===== src/design/aspc_consts.svh =====
// Constants of the asynchronous serial port: register map, fields, reset values
// Behaviour
// - With ring oscillator selected, base count clock is divided from that oscillator.
// - Baud clock is the 5-bit division counter output halved.
// - Unread buffer at next character completion flags overrun; error status stays set until the error register is read.
// - Receiver checks only the first stop bit; second stop bit ignored.
// - On overrun the new character is discarded, buffer keeps old one.
// - Enabling reception with receive pin low starts a reception.
`ifndef ASPC_CONSTS_SVH
`define ASPC_CONSTS_SVH

// ----------------------------------------------------------------
// Register byte offsets
// ----------------------------------------------------------------
`define ASPC_OFS_MODE 8'h00
`define ASPC_OFS_BAUD 8'h04
`define ASPC_OFS_TXS 8'h08
`define ASPC_OFS_RXB 8'h0C
`define ASPC_OFS_ERR 8'h10
`define ASPC_OFS_STAT 8'h14

// ----------------------------------------------------------------
// Field positions and widths
// ----------------------------------------------------------------
`define ASPC_BIT_POWER 7
`define ASPC_BIT_TXE 6
`define ASPC_BIT_RXE 5
`define ASPC_DIV_LSB 0
`define ASPC_DIV_W 5
`define ASPC_PRE_LSB 5
`define ASPC_PRE_W 3
`define ASPC_BIT_OVR 0
`define ASPC_BIT_FRM 1
`define ASPC_BIT_TXBUSY 0
`define ASPC_BIT_RXFULL 1

// ----------------------------------------------------------------
// Reset values and counts
// ----------------------------------------------------------------
`define ASPC_RST_MODE 8'h00
`define ASPC_RST_BAUD 8'h1F
`define ASPC_DATA_BITS 4'h8
`define ASPC_RX_LAST_HALF 5'h12
`define ASPC_AXI_OKAY 2'h0
`define ASPC_AXI_DECERR 2'h3

`endif


===== src/design/_unused.sv =====
`timescale 1ns/100ps


===== src/design/aspc_pkg.sv =====
// Types of the asynchronous serial port
package aspc_pkg;

  typedef enum logic [1:0] {
    ASPC_IDLE = 2'h0,
    ASPC_START = 2'h1,
    ASPC_DATA = 2'h3,
    ASPC_STOP = 2'h2
  } aspc_state_t;

  typedef struct packed {
    logic power;
    logic txe;
    logic rxe;
    logic [4:0] spare;
  } aspc_mode_t;

  typedef struct packed {
    logic [2:0] prescale;
    logic [4:0] divisor;
  } aspc_baud_t;

endpackage : aspc_pkg


===== src/design/aspc_baud_gen.sv =====
// Baud generator: 5-bit division counter and halving stage
`timescale 1ns/100ps
`include "aspc_consts.svh"
module aspc_baud_gen (
  input wire logic i_core_clk,
  input wire logic i_reset_n,
  input wire logic i_base_tick,
  input wire logic i_run,
  input wire logic [4:0] i_divisor,
  output logic o_half_tick,
  output logic o_bit_tick
);

  logic [4:0] cnt_r;
  logic [4:0] cnt_nxt;
  logic half_r;
  logic half_nxt;
  logic wrap;
  logic [4:0] last;

  // Division counter restarts whenever i_run is low, so each frame starts in phase
  always_comb begin
    last = (i_divisor == 5'h00) ? 5'h00 : i_divisor - 5'h01;
    wrap = i_run && i_base_tick && (cnt_r == last);
    cnt_nxt = cnt_r;
    half_nxt = half_r;
    if (!i_run) begin
      cnt_nxt = 5'h00;
      half_nxt = 1'b0;
    end else if (i_base_tick) begin
      cnt_nxt = wrap ? 5'h00 : cnt_r + 5'h01;
      half_nxt = wrap ? ~half_r : half_r;
    end
  end

  always_ff @(posedge i_core_clk or negedge i_reset_n) begin
    if (!i_reset_n) begin
      cnt_r <= 5'h00;
      half_r <= 1'b0;
    end else begin
      cnt_r <= cnt_nxt;
      half_r <= half_nxt;
    end
  end

  assign o_half_tick = wrap;
  assign o_bit_tick = wrap && half_r;

endmodule : aspc_baud_gen


===== src/design/aspc_serial_port.sv =====
// Asynchronous serial port with AXI4-Lite register access
`timescale 1ns/100ps
`include "aspc_consts.svh"
module aspc_serial_port (
  input wire logic i_core_clk,
  input wire logic i_reset_n,
  input wire logic i_internal_ring_oscillator_sel,
  input wire logic i_internal_ring_oscillator_clk,
  input wire logic i_rxd,
  output logic o_txd,
  output logic o_tx_done,
  output logic o_rx_done,
  input wire logic [7:0] i_awaddr,
  input wire logic i_awvalid,
  output logic o_awready,
  input wire logic [31:0] i_wdata,
  input wire logic [3:0] i_wstrb,
  input wire logic i_wvalid,
  output logic o_wready,
  output logic [1:0] o_bresp,
  output logic o_bvalid,
  input wire logic i_bready,
  input wire logic [7:0] i_araddr,
  input wire logic i_arvalid,
  output logic o_arready,
  output logic [31:0] o_rdata,
  output logic [1:0] o_rresp,
  output logic o_rvalid,
  input wire logic i_rready
);

  // ----------------------------------------------------------------
  // Pin synchronisers and base clock
  // ----------------------------------------------------------------
  logic [1:0] rxd_s_r;
  logic [2:0] ring_s_r;
  logic [7:0] pre_r;
  logic [7:0] pre_nxt;
  logic src_tick;
  logic base_tick;
  logic rxd;
  aspc_pkg::aspc_mode_t mode_r, mode_nxt;
  aspc_pkg::aspc_baud_t baud_r, baud_nxt;
  logic [7:0] pre_mask;

  assign rxd = rxd_s_r[1];
  // Ring oscillator edges drive the prescaler instead of the core clock
  assign src_tick = i_internal_ring_oscillator_sel ? (ring_s_r[1] && !ring_s_r[2]) : 1'b1;
  assign pre_mask = (8'h01 << baud_r.prescale) - 8'h01;
  assign base_tick = src_tick && ((pre_r & pre_mask) == pre_mask);
  assign pre_nxt = src_tick ? pre_r + 8'h01 : pre_r;

  always_ff @(posedge i_core_clk or negedge i_reset_n) begin
    if (!i_reset_n) begin
      rxd_s_r <= 2'h3;
      ring_s_r <= 3'h0;
      pre_r <= 8'h00;
    end else begin
      rxd_s_r <= {rxd_s_r[0], i_rxd};
      ring_s_r <= {ring_s_r[1:0], i_internal_ring_oscillator_clk};
      pre_r <= pre_nxt;
    end
  end

  // ----------------------------------------------------------------
  // Enables, resynchronised on the base clock
  // ----------------------------------------------------------------
  logic tx_en_r, rx_en_r, tx_en_nxt, rx_en_nxt;

  always_comb begin
    tx_en_nxt = tx_en_r;
    rx_en_nxt = rx_en_r;
    if (!mode_r.power) begin
      tx_en_nxt = 1'b0;
      rx_en_nxt = 1'b0;
    end else if (base_tick) begin
      tx_en_nxt = mode_r.txe;
      rx_en_nxt = mode_r.rxe;
    end
  end

  // ----------------------------------------------------------------
  // Transmitter
  // ----------------------------------------------------------------
  aspc_pkg::aspc_state_t tx_st_r, tx_st_nxt;
  logic [7:0] tx_sh_r, tx_sh_nxt;
  logic [3:0] tx_cnt_r, tx_cnt_nxt;
  logic txd_r, txd_nxt;
  logic tx_pend_r, tx_pend_nxt;
  logic tx_done_nxt, tx_done_r;
  logic tx_bit;
  logic txs_wr;
  logic [7:0] txs_data;

  aspc_baud_gen u_tx_baud (
    .i_core_clk(i_core_clk),
    .i_reset_n(i_reset_n),
    .i_base_tick(base_tick),
    .i_run(tx_en_r && (tx_st_r != aspc_pkg::ASPC_IDLE)),
    .i_divisor(baud_r.divisor),
    .o_half_tick(),
    .o_bit_tick(tx_bit)
  );

  always_comb begin
    tx_st_nxt = tx_st_r;
    tx_sh_nxt = tx_sh_r;
    tx_cnt_nxt = tx_cnt_r;
    txd_nxt = txd_r;
    tx_pend_nxt = tx_pend_r;
    tx_done_nxt = 1'b0;
    if (!tx_en_r) begin
      tx_st_nxt = aspc_pkg::ASPC_IDLE;
      tx_pend_nxt = 1'b0;
      txd_nxt = 1'b1;
    end else begin
      if (txs_wr) begin
        tx_sh_nxt = txs_data;
        tx_pend_nxt = 1'b1;
      end
      unique case (tx_st_r)
        aspc_pkg::ASPC_IDLE: begin
          if (tx_pend_r) begin
            tx_st_nxt = aspc_pkg::ASPC_START;
            tx_pend_nxt = txs_wr;
            txd_nxt = 1'b0;
          end
        end
        aspc_pkg::ASPC_START: begin
          if (tx_bit) begin
            tx_st_nxt = aspc_pkg::ASPC_DATA;
            txd_nxt = tx_sh_r[0];
            tx_cnt_nxt = 4'h1;
          end
        end
        aspc_pkg::ASPC_DATA: begin
          if (tx_bit) begin
            if (tx_cnt_r == `ASPC_DATA_BITS) begin
              tx_st_nxt = aspc_pkg::ASPC_STOP;
              txd_nxt = 1'b1;
            end else begin
              txd_nxt = tx_sh_r[tx_cnt_r[2:0]];
              tx_cnt_nxt = tx_cnt_r + 4'h1;
            end
          end
        end
        aspc_pkg::ASPC_STOP: begin
          if (tx_bit) begin
            tx_st_nxt = aspc_pkg::ASPC_IDLE;
            tx_done_nxt = 1'b1;
          end
        end
      endcase
    end
  end

  // ----------------------------------------------------------------
  // Receiver
  // ----------------------------------------------------------------
  aspc_pkg::aspc_state_t rx_st_r, rx_st_nxt;
  logic [7:0] rx_sh_r, rx_sh_nxt;
  logic [7:0] rxb_r, rxb_nxt;
  logic [4:0] rx_half_r, rx_half_nxt;
  logic rx_full_r, rx_full_nxt;
  logic ovr_r, ovr_nxt, frm_r, frm_nxt;
  logic rx_done_nxt, rx_done_r;
  logic rx_half;
  logic rxb_rd, err_rd;

  aspc_baud_gen u_rx_baud (
    .i_core_clk(i_core_clk),
    .i_reset_n(i_reset_n),
    .i_base_tick(base_tick),
    .i_run(rx_en_r && (rx_st_r != aspc_pkg::ASPC_IDLE)),
    .i_divisor(baud_r.divisor),
    .o_half_tick(rx_half),
    .o_bit_tick()
  );

  always_comb begin
    rx_st_nxt = rx_st_r;
    rx_sh_nxt = rx_sh_r;
    rxb_nxt = rxb_r;
    rx_half_nxt = rx_half_r;
    rx_done_nxt = 1'b0;
    rx_full_nxt = rxb_rd ? 1'b0 : rx_full_r;
    ovr_nxt = err_rd ? 1'b0 : ovr_r;
    frm_nxt = err_rd ? 1'b0 : frm_r;
    if (!rx_en_r) begin
      rx_st_nxt = aspc_pkg::ASPC_IDLE;
    end else begin
      unique case (rx_st_r)
        aspc_pkg::ASPC_IDLE: begin
          if (!rxd) begin
            rx_st_nxt = aspc_pkg::ASPC_START;
            rx_half_nxt = 5'h00;
          end
        end
        aspc_pkg::ASPC_START: begin
          if (rx_half) begin
            rx_half_nxt = rx_half_r + 5'h01;
            rx_st_nxt = rxd ? aspc_pkg::ASPC_IDLE : aspc_pkg::ASPC_DATA;
          end
        end
        aspc_pkg::ASPC_DATA: begin
          if (rx_half) begin
            rx_half_nxt = rx_half_r + 5'h01;
            if (!rx_half_r[0]) begin
              rx_sh_nxt = {rxd, rx_sh_r[7:1]};
            end
            if (rx_half_r == `ASPC_RX_LAST_HALF - 5'h01) begin
              rx_st_nxt = aspc_pkg::ASPC_STOP;
            end
          end
        end
        aspc_pkg::ASPC_STOP: begin
          if (rx_half) begin
            rx_half_nxt = rx_half_r + 5'h01;
            if (rx_half_r == `ASPC_RX_LAST_HALF) begin
              // Only the middle of the first stop bit is sampled; a second one looks like idle
              rx_st_nxt = aspc_pkg::ASPC_IDLE;
              rx_done_nxt = 1'b1;
              if (!rxd) begin
                frm_nxt = 1'b1;
              end
              if (rx_full_r && !rxb_rd) begin
                ovr_nxt = 1'b1;
              end else begin
                rxb_nxt = rx_sh_r;
                rx_full_nxt = 1'b1;
              end
            end
          end
        end
      endcase
    end
  end

  always_ff @(posedge i_core_clk or negedge i_reset_n) begin
    if (!i_reset_n) begin
      tx_en_r <= 1'b0;
      rx_en_r <= 1'b0;
      tx_st_r <= aspc_pkg::ASPC_IDLE;
      tx_sh_r <= 8'h00;
      tx_cnt_r <= 4'h0;
      txd_r <= 1'b1;
      tx_pend_r <= 1'b0;
      tx_done_r <= 1'b0;
      rx_st_r <= aspc_pkg::ASPC_IDLE;
      rx_sh_r <= 8'h00;
      rxb_r <= 8'h00;
      rx_half_r <= 5'h00;
      rx_full_r <= 1'b0;
      ovr_r <= 1'b0;
      frm_r <= 1'b0;
      rx_done_r <= 1'b0;
    end else begin
      tx_en_r <= tx_en_nxt;
      rx_en_r <= rx_en_nxt;
      tx_st_r <= tx_st_nxt;
      tx_sh_r <= tx_sh_nxt;
      tx_cnt_r <= tx_cnt_nxt;
      txd_r <= txd_nxt;
      tx_pend_r <= tx_pend_nxt;
      tx_done_r <= tx_done_nxt;
      rx_st_r <= rx_st_nxt;
      rx_sh_r <= rx_sh_nxt;
      rxb_r <= rxb_nxt;
      rx_half_r <= rx_half_nxt;
      rx_full_r <= rx_full_nxt;
      ovr_r <= ovr_nxt;
      frm_r <= frm_nxt;
      rx_done_r <= rx_done_nxt;
    end
  end

  assign o_txd = txd_r;
  assign o_tx_done = tx_done_r;
  assign o_rx_done = rx_done_r;

  // ----------------------------------------------------------------
  // AXI4-Lite slave
  // ----------------------------------------------------------------
  logic aw_r, aw_nxt, w_r, w_nxt, bv_r, bv_nxt, rv_r, rv_nxt;
  logic [7:0] awa_r, awa_nxt;
  logic [31:0] wd_r, wd_nxt, rd_r, rd_nxt;
  logic [1:0] br_r, br_nxt, rr_r, rr_nxt;
  logic do_wr, do_rd;

  assign o_awready = !aw_r && !bv_r;
  assign o_wready = !w_r && !bv_r;
  assign o_arready = !rv_r;
  assign do_wr = aw_r && w_r && !bv_r;
  assign do_rd = i_arvalid && !rv_r;
  assign txs_wr = do_wr && (awa_r == `ASPC_OFS_TXS) && tx_en_r;
  assign txs_data = wd_r[7:0];
  assign rxb_rd = do_rd && (i_araddr == `ASPC_OFS_RXB);
  assign err_rd = do_rd && (i_araddr == `ASPC_OFS_ERR);

  logic [3:0] ws_r, ws_nxt;

  always_comb begin
    aw_nxt = aw_r;
    awa_nxt = awa_r;
    w_nxt = w_r;
    wd_nxt = wd_r;
    ws_nxt = ws_r;
    bv_nxt = bv_r && !i_bready;
    br_nxt = br_r;
    mode_nxt = mode_r;
    baud_nxt = baud_r;
    if (i_awvalid && o_awready) begin
      aw_nxt = 1'b1;
      awa_nxt = i_awaddr;
    end
    if (i_wvalid && o_wready) begin
      w_nxt = 1'b1;
      wd_nxt = i_wdata;
      ws_nxt = i_wstrb;
    end
    if (do_wr) begin
      aw_nxt = 1'b0;
      w_nxt = 1'b0;
      bv_nxt = 1'b1;
      br_nxt = `ASPC_AXI_OKAY;
      unique case (awa_r)
        `ASPC_OFS_MODE: if (ws_r[0]) mode_nxt = wd_r[7:0];
        // Divisor is only taken while both directions are off
        `ASPC_OFS_BAUD: if (ws_r[0] && !mode_r.txe && !mode_r.rxe) baud_nxt = wd_r[7:0];
        `ASPC_OFS_TXS: ;
        default: br_nxt = `ASPC_AXI_DECERR;
      endcase
    end
  end

  always_comb begin
    rv_nxt = rv_r && !i_rready;
    rd_nxt = rd_r;
    rr_nxt = rr_r;
    if (do_rd) begin
      rv_nxt = 1'b1;
      rr_nxt = `ASPC_AXI_OKAY;
      rd_nxt = 32'h0000_0000;
      unique case (i_araddr)
        `ASPC_OFS_MODE: rd_nxt[7:0] = mode_r;
        `ASPC_OFS_BAUD: rd_nxt[7:0] = baud_r;
        `ASPC_OFS_TXS: rd_nxt[7:0] = tx_sh_r;
        `ASPC_OFS_RXB: rd_nxt[7:0] = rxb_r;
        `ASPC_OFS_ERR: begin
          rd_nxt[`ASPC_BIT_OVR] = ovr_r;
          rd_nxt[`ASPC_BIT_FRM] = frm_r;
        end
        `ASPC_OFS_STAT: begin
          rd_nxt[`ASPC_BIT_TXBUSY] = tx_pend_r || (tx_st_r != aspc_pkg::ASPC_IDLE);
          rd_nxt[`ASPC_BIT_RXFULL] = rx_full_r;
        end
        default: rr_nxt = `ASPC_AXI_DECERR;
      endcase
    end
  end

  always_ff @(posedge i_core_clk or negedge i_reset_n) begin
    if (!i_reset_n) begin
      aw_r <= 1'b0;
      awa_r <= 8'h00;
      w_r <= 1'b0;
      wd_r <= 32'h0000_0000;
      ws_r <= 4'h0;
      bv_r <= 1'b0;
      br_r <= `ASPC_AXI_OKAY;
      rv_r <= 1'b0;
      rd_r <= 32'h0000_0000;
      rr_r <= `ASPC_AXI_OKAY;
      mode_r <= `ASPC_RST_MODE;
      baud_r <= `ASPC_RST_BAUD;
    end else begin
      aw_r <= aw_nxt;
      awa_r <= awa_nxt;
      w_r <= w_nxt;
      wd_r <= wd_nxt;
      ws_r <= ws_nxt;
      bv_r <= bv_nxt;
      br_r <= br_nxt;
      rv_r <= rv_nxt;
      rd_r <= rd_nxt;
      rr_r <= rr_nxt;
      mode_r <= mode_nxt;
      baud_r <= baud_nxt;
    end
  end

  assign o_bvalid = bv_r;
  assign o_bresp = br_r;
  assign o_rvalid = rv_r;
  assign o_rdata = rd_r;
  assign o_rresp = rr_r;

endmodule : aspc_serial_port


===== config.mk =====
export PLATFORM = sky130hd
export DESIGN_NAME = aspc_serial_port
export DESIGN_NICKNAME = d
export VERILOG_FILES = /design/src/design/_unused.sv /design/src/design/aspc_pkg.sv /design/src/design/aspc_baud_gen.sv /design/src/design/aspc_serial_port.sv
export VERILOG_INCLUDE_DIRS = /design/src /design/src/design
export SDC_FILE = /design/constraint.sdc
export NUM_CORES = 1
export LEC_CHECK = 0
export ABC_AREA = 1
export BUFFER_PORTS_ARGS = -buffer_cell sky130_fd_sc_hd__buf_2
export CAP_MARGIN = 25
export CORE_ASPECT_RATIO = 0.8
export CORE_MARGIN = 2
export CORE_UTILIZATION = 30
export CTS_BUF_LIST = sky130_fd_sc_hd__clkbuf_8
export CTS_CLUSTER_SIZE = 28
export DETAILED_ROUTE_END_ITERATION = 8
export PLACE_DENSITY_LB_ADDON = 0.1
export SLEW_MARGIN = 40
export SYNTH_ARGS = -nofsm -noshare
export SYNTH_HDL_FRONTEND = slang
export SYNTH_HIERARCHICAL = 1
export SYNTH_SLANG_ARGS = --single-unit

===== constraint.sdc =====
create_clock -name i_core_clk -period 3.9 [get_ports i_core_clk]
set_clock_uncertainty 0.1 [all_clocks]
set_input_delay 0.78 -clock i_core_clk [delete_from_list [all_inputs] [get_ports i_core_clk]]
set_output_delay 0.78 -clock i_core_clk [all_outputs]
set_load 0.05 [all_outputs]

==> flow_metrics.env <==
export IMPL_outcome="complete, no violations"
export IMPL_cp_max_fo=15
export IMPL_cts_setup_buffers=0
export IMPL_dieArea_sq_um=21900
export IMPL_drtAntennaViolNets=0
export IMPL_met3_wirelength_um=638
export IMPL_syn_inst=759
export IMPL_period_needed_ps=3440
export IMPL_die_y_um=133
export IMPL_power_leakage_uw=0.00347
export IMPL_postPlaceCellArea_sq_um=6680
export IMPL_num_vias=4959
export IMPL_cts_sinks=116
export IMPL_p_sw_share_pct=38.1
export IMPL_layout_drive_gt1_share_pct=19.4
export IMPL_p_seq_share_pct=39.6
export IMPL_critPathMaxStageDelay_ps=470
export IMPL_dp_hpwl_um=10800
export IMPL_setup_tns_ps=0
export IMPL_slew_headroom_pct=63.0
export IMPL_crit_type="flop to flop"
export IMPL_switching_power_uw=1490
export IMPL_ir_drop_v=0.000336
export IMPL_wl_um=14400
export IMPL_clkLatencyLatePin_ps=440
export IMPL_combPwrFrac_pct=30.2
export IMPL_wl_per_cell_um=13.0
export IMPL_wl_met1_um=7590
export IMPL_finalInstanceArea_sq_um=7100
export IMPL_max_freq_mhz=290
export IMPL_cp_buffers_inverters=4
export IMPL_final_cell_mix="nand2_1 (181), dfrtp_1 (108), inv_1 (96), nand3_1 (68), nor2_1 (60)"
export IMPL_path_delay_family="simple AND/OR/NAND/NOR gates"
export IMPL_crit_path_frequent_cell="nand2_1"
export IMPL_drc_errors=0
export IMPL_boundaryPins=106
export IMPL_clkTransAtPathRegs_ps=80
export IMPL_grtUsageTotal_pct=14.0
export IMPL_maxCapViolCount=0
export IMPL_core_area_sq_um=20500
export IMPL_cts_max_level=4
export IMPL_timing_final_setup_violations=0
export IMPL_via_per_inst=4.50
export IMPL_power_frac_clock_pct=30.1
export IMPL_yosys_warnings=6
export IMPL_grt_pass1_vias=4736
export IMPL_rsz0062_at_grt="no"
export IMPL_tritoncts="yes"
export IMPL_worst_slew_pin_slew_ps=554
export IMPL_hold_path_class="primary input to async pin"
export IMPL_hold_viol=0
export IMPL_fin_crit_sh_pct=88.3
export IMPL_route_met2_wl_um=5970
export IMPL_power_uw=3900
export IMPL_cp_required_ps=4120
export IMPL_grt_overflow=0
export IMPL_die_w_um=165
export IMPL_drt_first_pass_iters=5
export IMPL_grt_pass1_wl_um=23900
export IMPL_area_growth_pct=14.3
export IMPL_postSynthAreaPerCell_sq_um=8.18
export IMPL_nets=893
export IMPL_fillers=2117
export IMPL_netlist_area_sq_um=6210
export IMPL_portBuffers=54
export IMPL_cts_buffers=17
export IMPL_first_iter_violations=313
export IMPL_rows=47
export IMPL_clockBufferDepth=2
export IMPL_root_buffer="clkbuf_8"
export IMPL_dr_max_layer_used="met4"
export IMPL_initial_utilization_pct=30.3
export IMPL_antenna_found_initial=0
export IMPL_p_int_uw=2420
export IMPL_layout_commonest_cell="nand2_1"
export IMPL_power_density_nw_per_um2=550
export IMPL_postCtsHoldBufs=0
export IMPL_grt_max_degree=60
export IMPL_worst_setup_path_start_kind="flop"
export IMPL_cp_end_kind="flop"
export IMPL_gp_congestion=0.828
export IMPL_slew_violations=0
export IMPL_cp_cell_sequence="inv_1 -> nand2_1 -> ha_1 -> nor2_1 -> a21oi_1 -> nand3_1 -> nor2_1 -> nand2_1 -> inv_1 -> nand2_1 -> inv_1 -> nand3_1 -> nor2_2 -> nand3_4 -> clkinv_2 -> nand4_1 -> nor2_2 -> nand2_4 -> nand2_1 -> o21ai_2"
export IMPL_worst_ep_arrival_time_ps=3660
export IMPL_cts_resized=0
export IMPL_num_antenna_cells=0
export IMPL_cp_slowest_cell="dfrtp_1"
[through the flow]
step | utilization [%] | std cells | hold WS, ps | worst slack [ps]
global route | 34.6 | 1102 | 233 | 111
floorplan | - | 782 | 231 | 1020
global placement | 32.5 | 1070 | 234 | 517
finish | 34.6 | 1102 | 203 | 458
CTS | 34.6 | 1102 | 257 | 429
detailed placement | 32.5 | 1070 | 239 | 473
[final timing paths]
check	cells after the start	slack, ps	from	endpoint
worst max-delay path	20	460	baud_r[7]	rxb_r[3]
worst min-delay path	1	200	i_reset_n	awa_r[6]
worst max register to register	20	460	baud_r[7]	rxb_r[3]
worst min register to register	0	250	ring_s_r[0]	ring_s_r[1]
max in group asynchronous	2	2750	i_reset_n	baud_r[1]
min in group i_core_clk	0	250	ring_s_r[0]	ring_s_r[1]
[sequential cells by signal, summed over array words and instances, names as in the netlist, 2 cells and up]
register / flops
awa_r: 8
rx_st_r: 2
u_tx_baud/cnt_r: 5
tx_sh_r: 8
rxb_r: 8
mode_r: 8
rx_half_r: 5
o_rdata: 8
u_rx_baud/cnt_r: 5
rxd_s_r: 2
ring_s_r: 3
rx_sh_r: 8
wd_r: 8
tx_st_r: 2
tx_cnt_r: 4
pre_r: 7
baud_r: 8
[area by class of cell]
class	instances	area [sq um]	share of cell area, %
clock buffer	19	262	3.68
timing repair buffer	58	319	4.49
sequential	116	2910	41.0
inverter	101	382	5.38
clock inverter	13	158	2.22
multi-input combinational	526	2730	38.5
tap	269	337	4.74
[worst register-to-register path, cell delays in order, from the launching register on]
cell	delay [ps]
dfrtp_1	470
inv_1	200
nand2_1	110
ha_1	290
nor2_1	40
a21oi_1	110
nand3_1	90
nor2_1	190
nand2_1	110
inv_1	200
nand2_1	100
inv_1	120
nand3_1	100
nor2_2	150
nand3_4	110
clkinv_2	90
nand4_1	180
nor2_2	240
nand2_4	180
nand2_1	120
o21ai_2	60
[metal layers]
metal	track usage, %	up-vias
met4	4.40	0
met5	0	-
met3	3.26	10
li1	-	2513
met2	19.9	125
met1	21.0	2311
[power groups by stage]
stage	clock network [uW]	registers [uW]	logic, uW
after floorplan	0	1560	924
after global placement	0	1560	1160
after CTS	1220	1550	1200
final	1180	1550	1180
after global routing	1270	1570	1330
after detailed placement	0	1570	1190
Note: power is estimated with default switching activity, not from simulation.
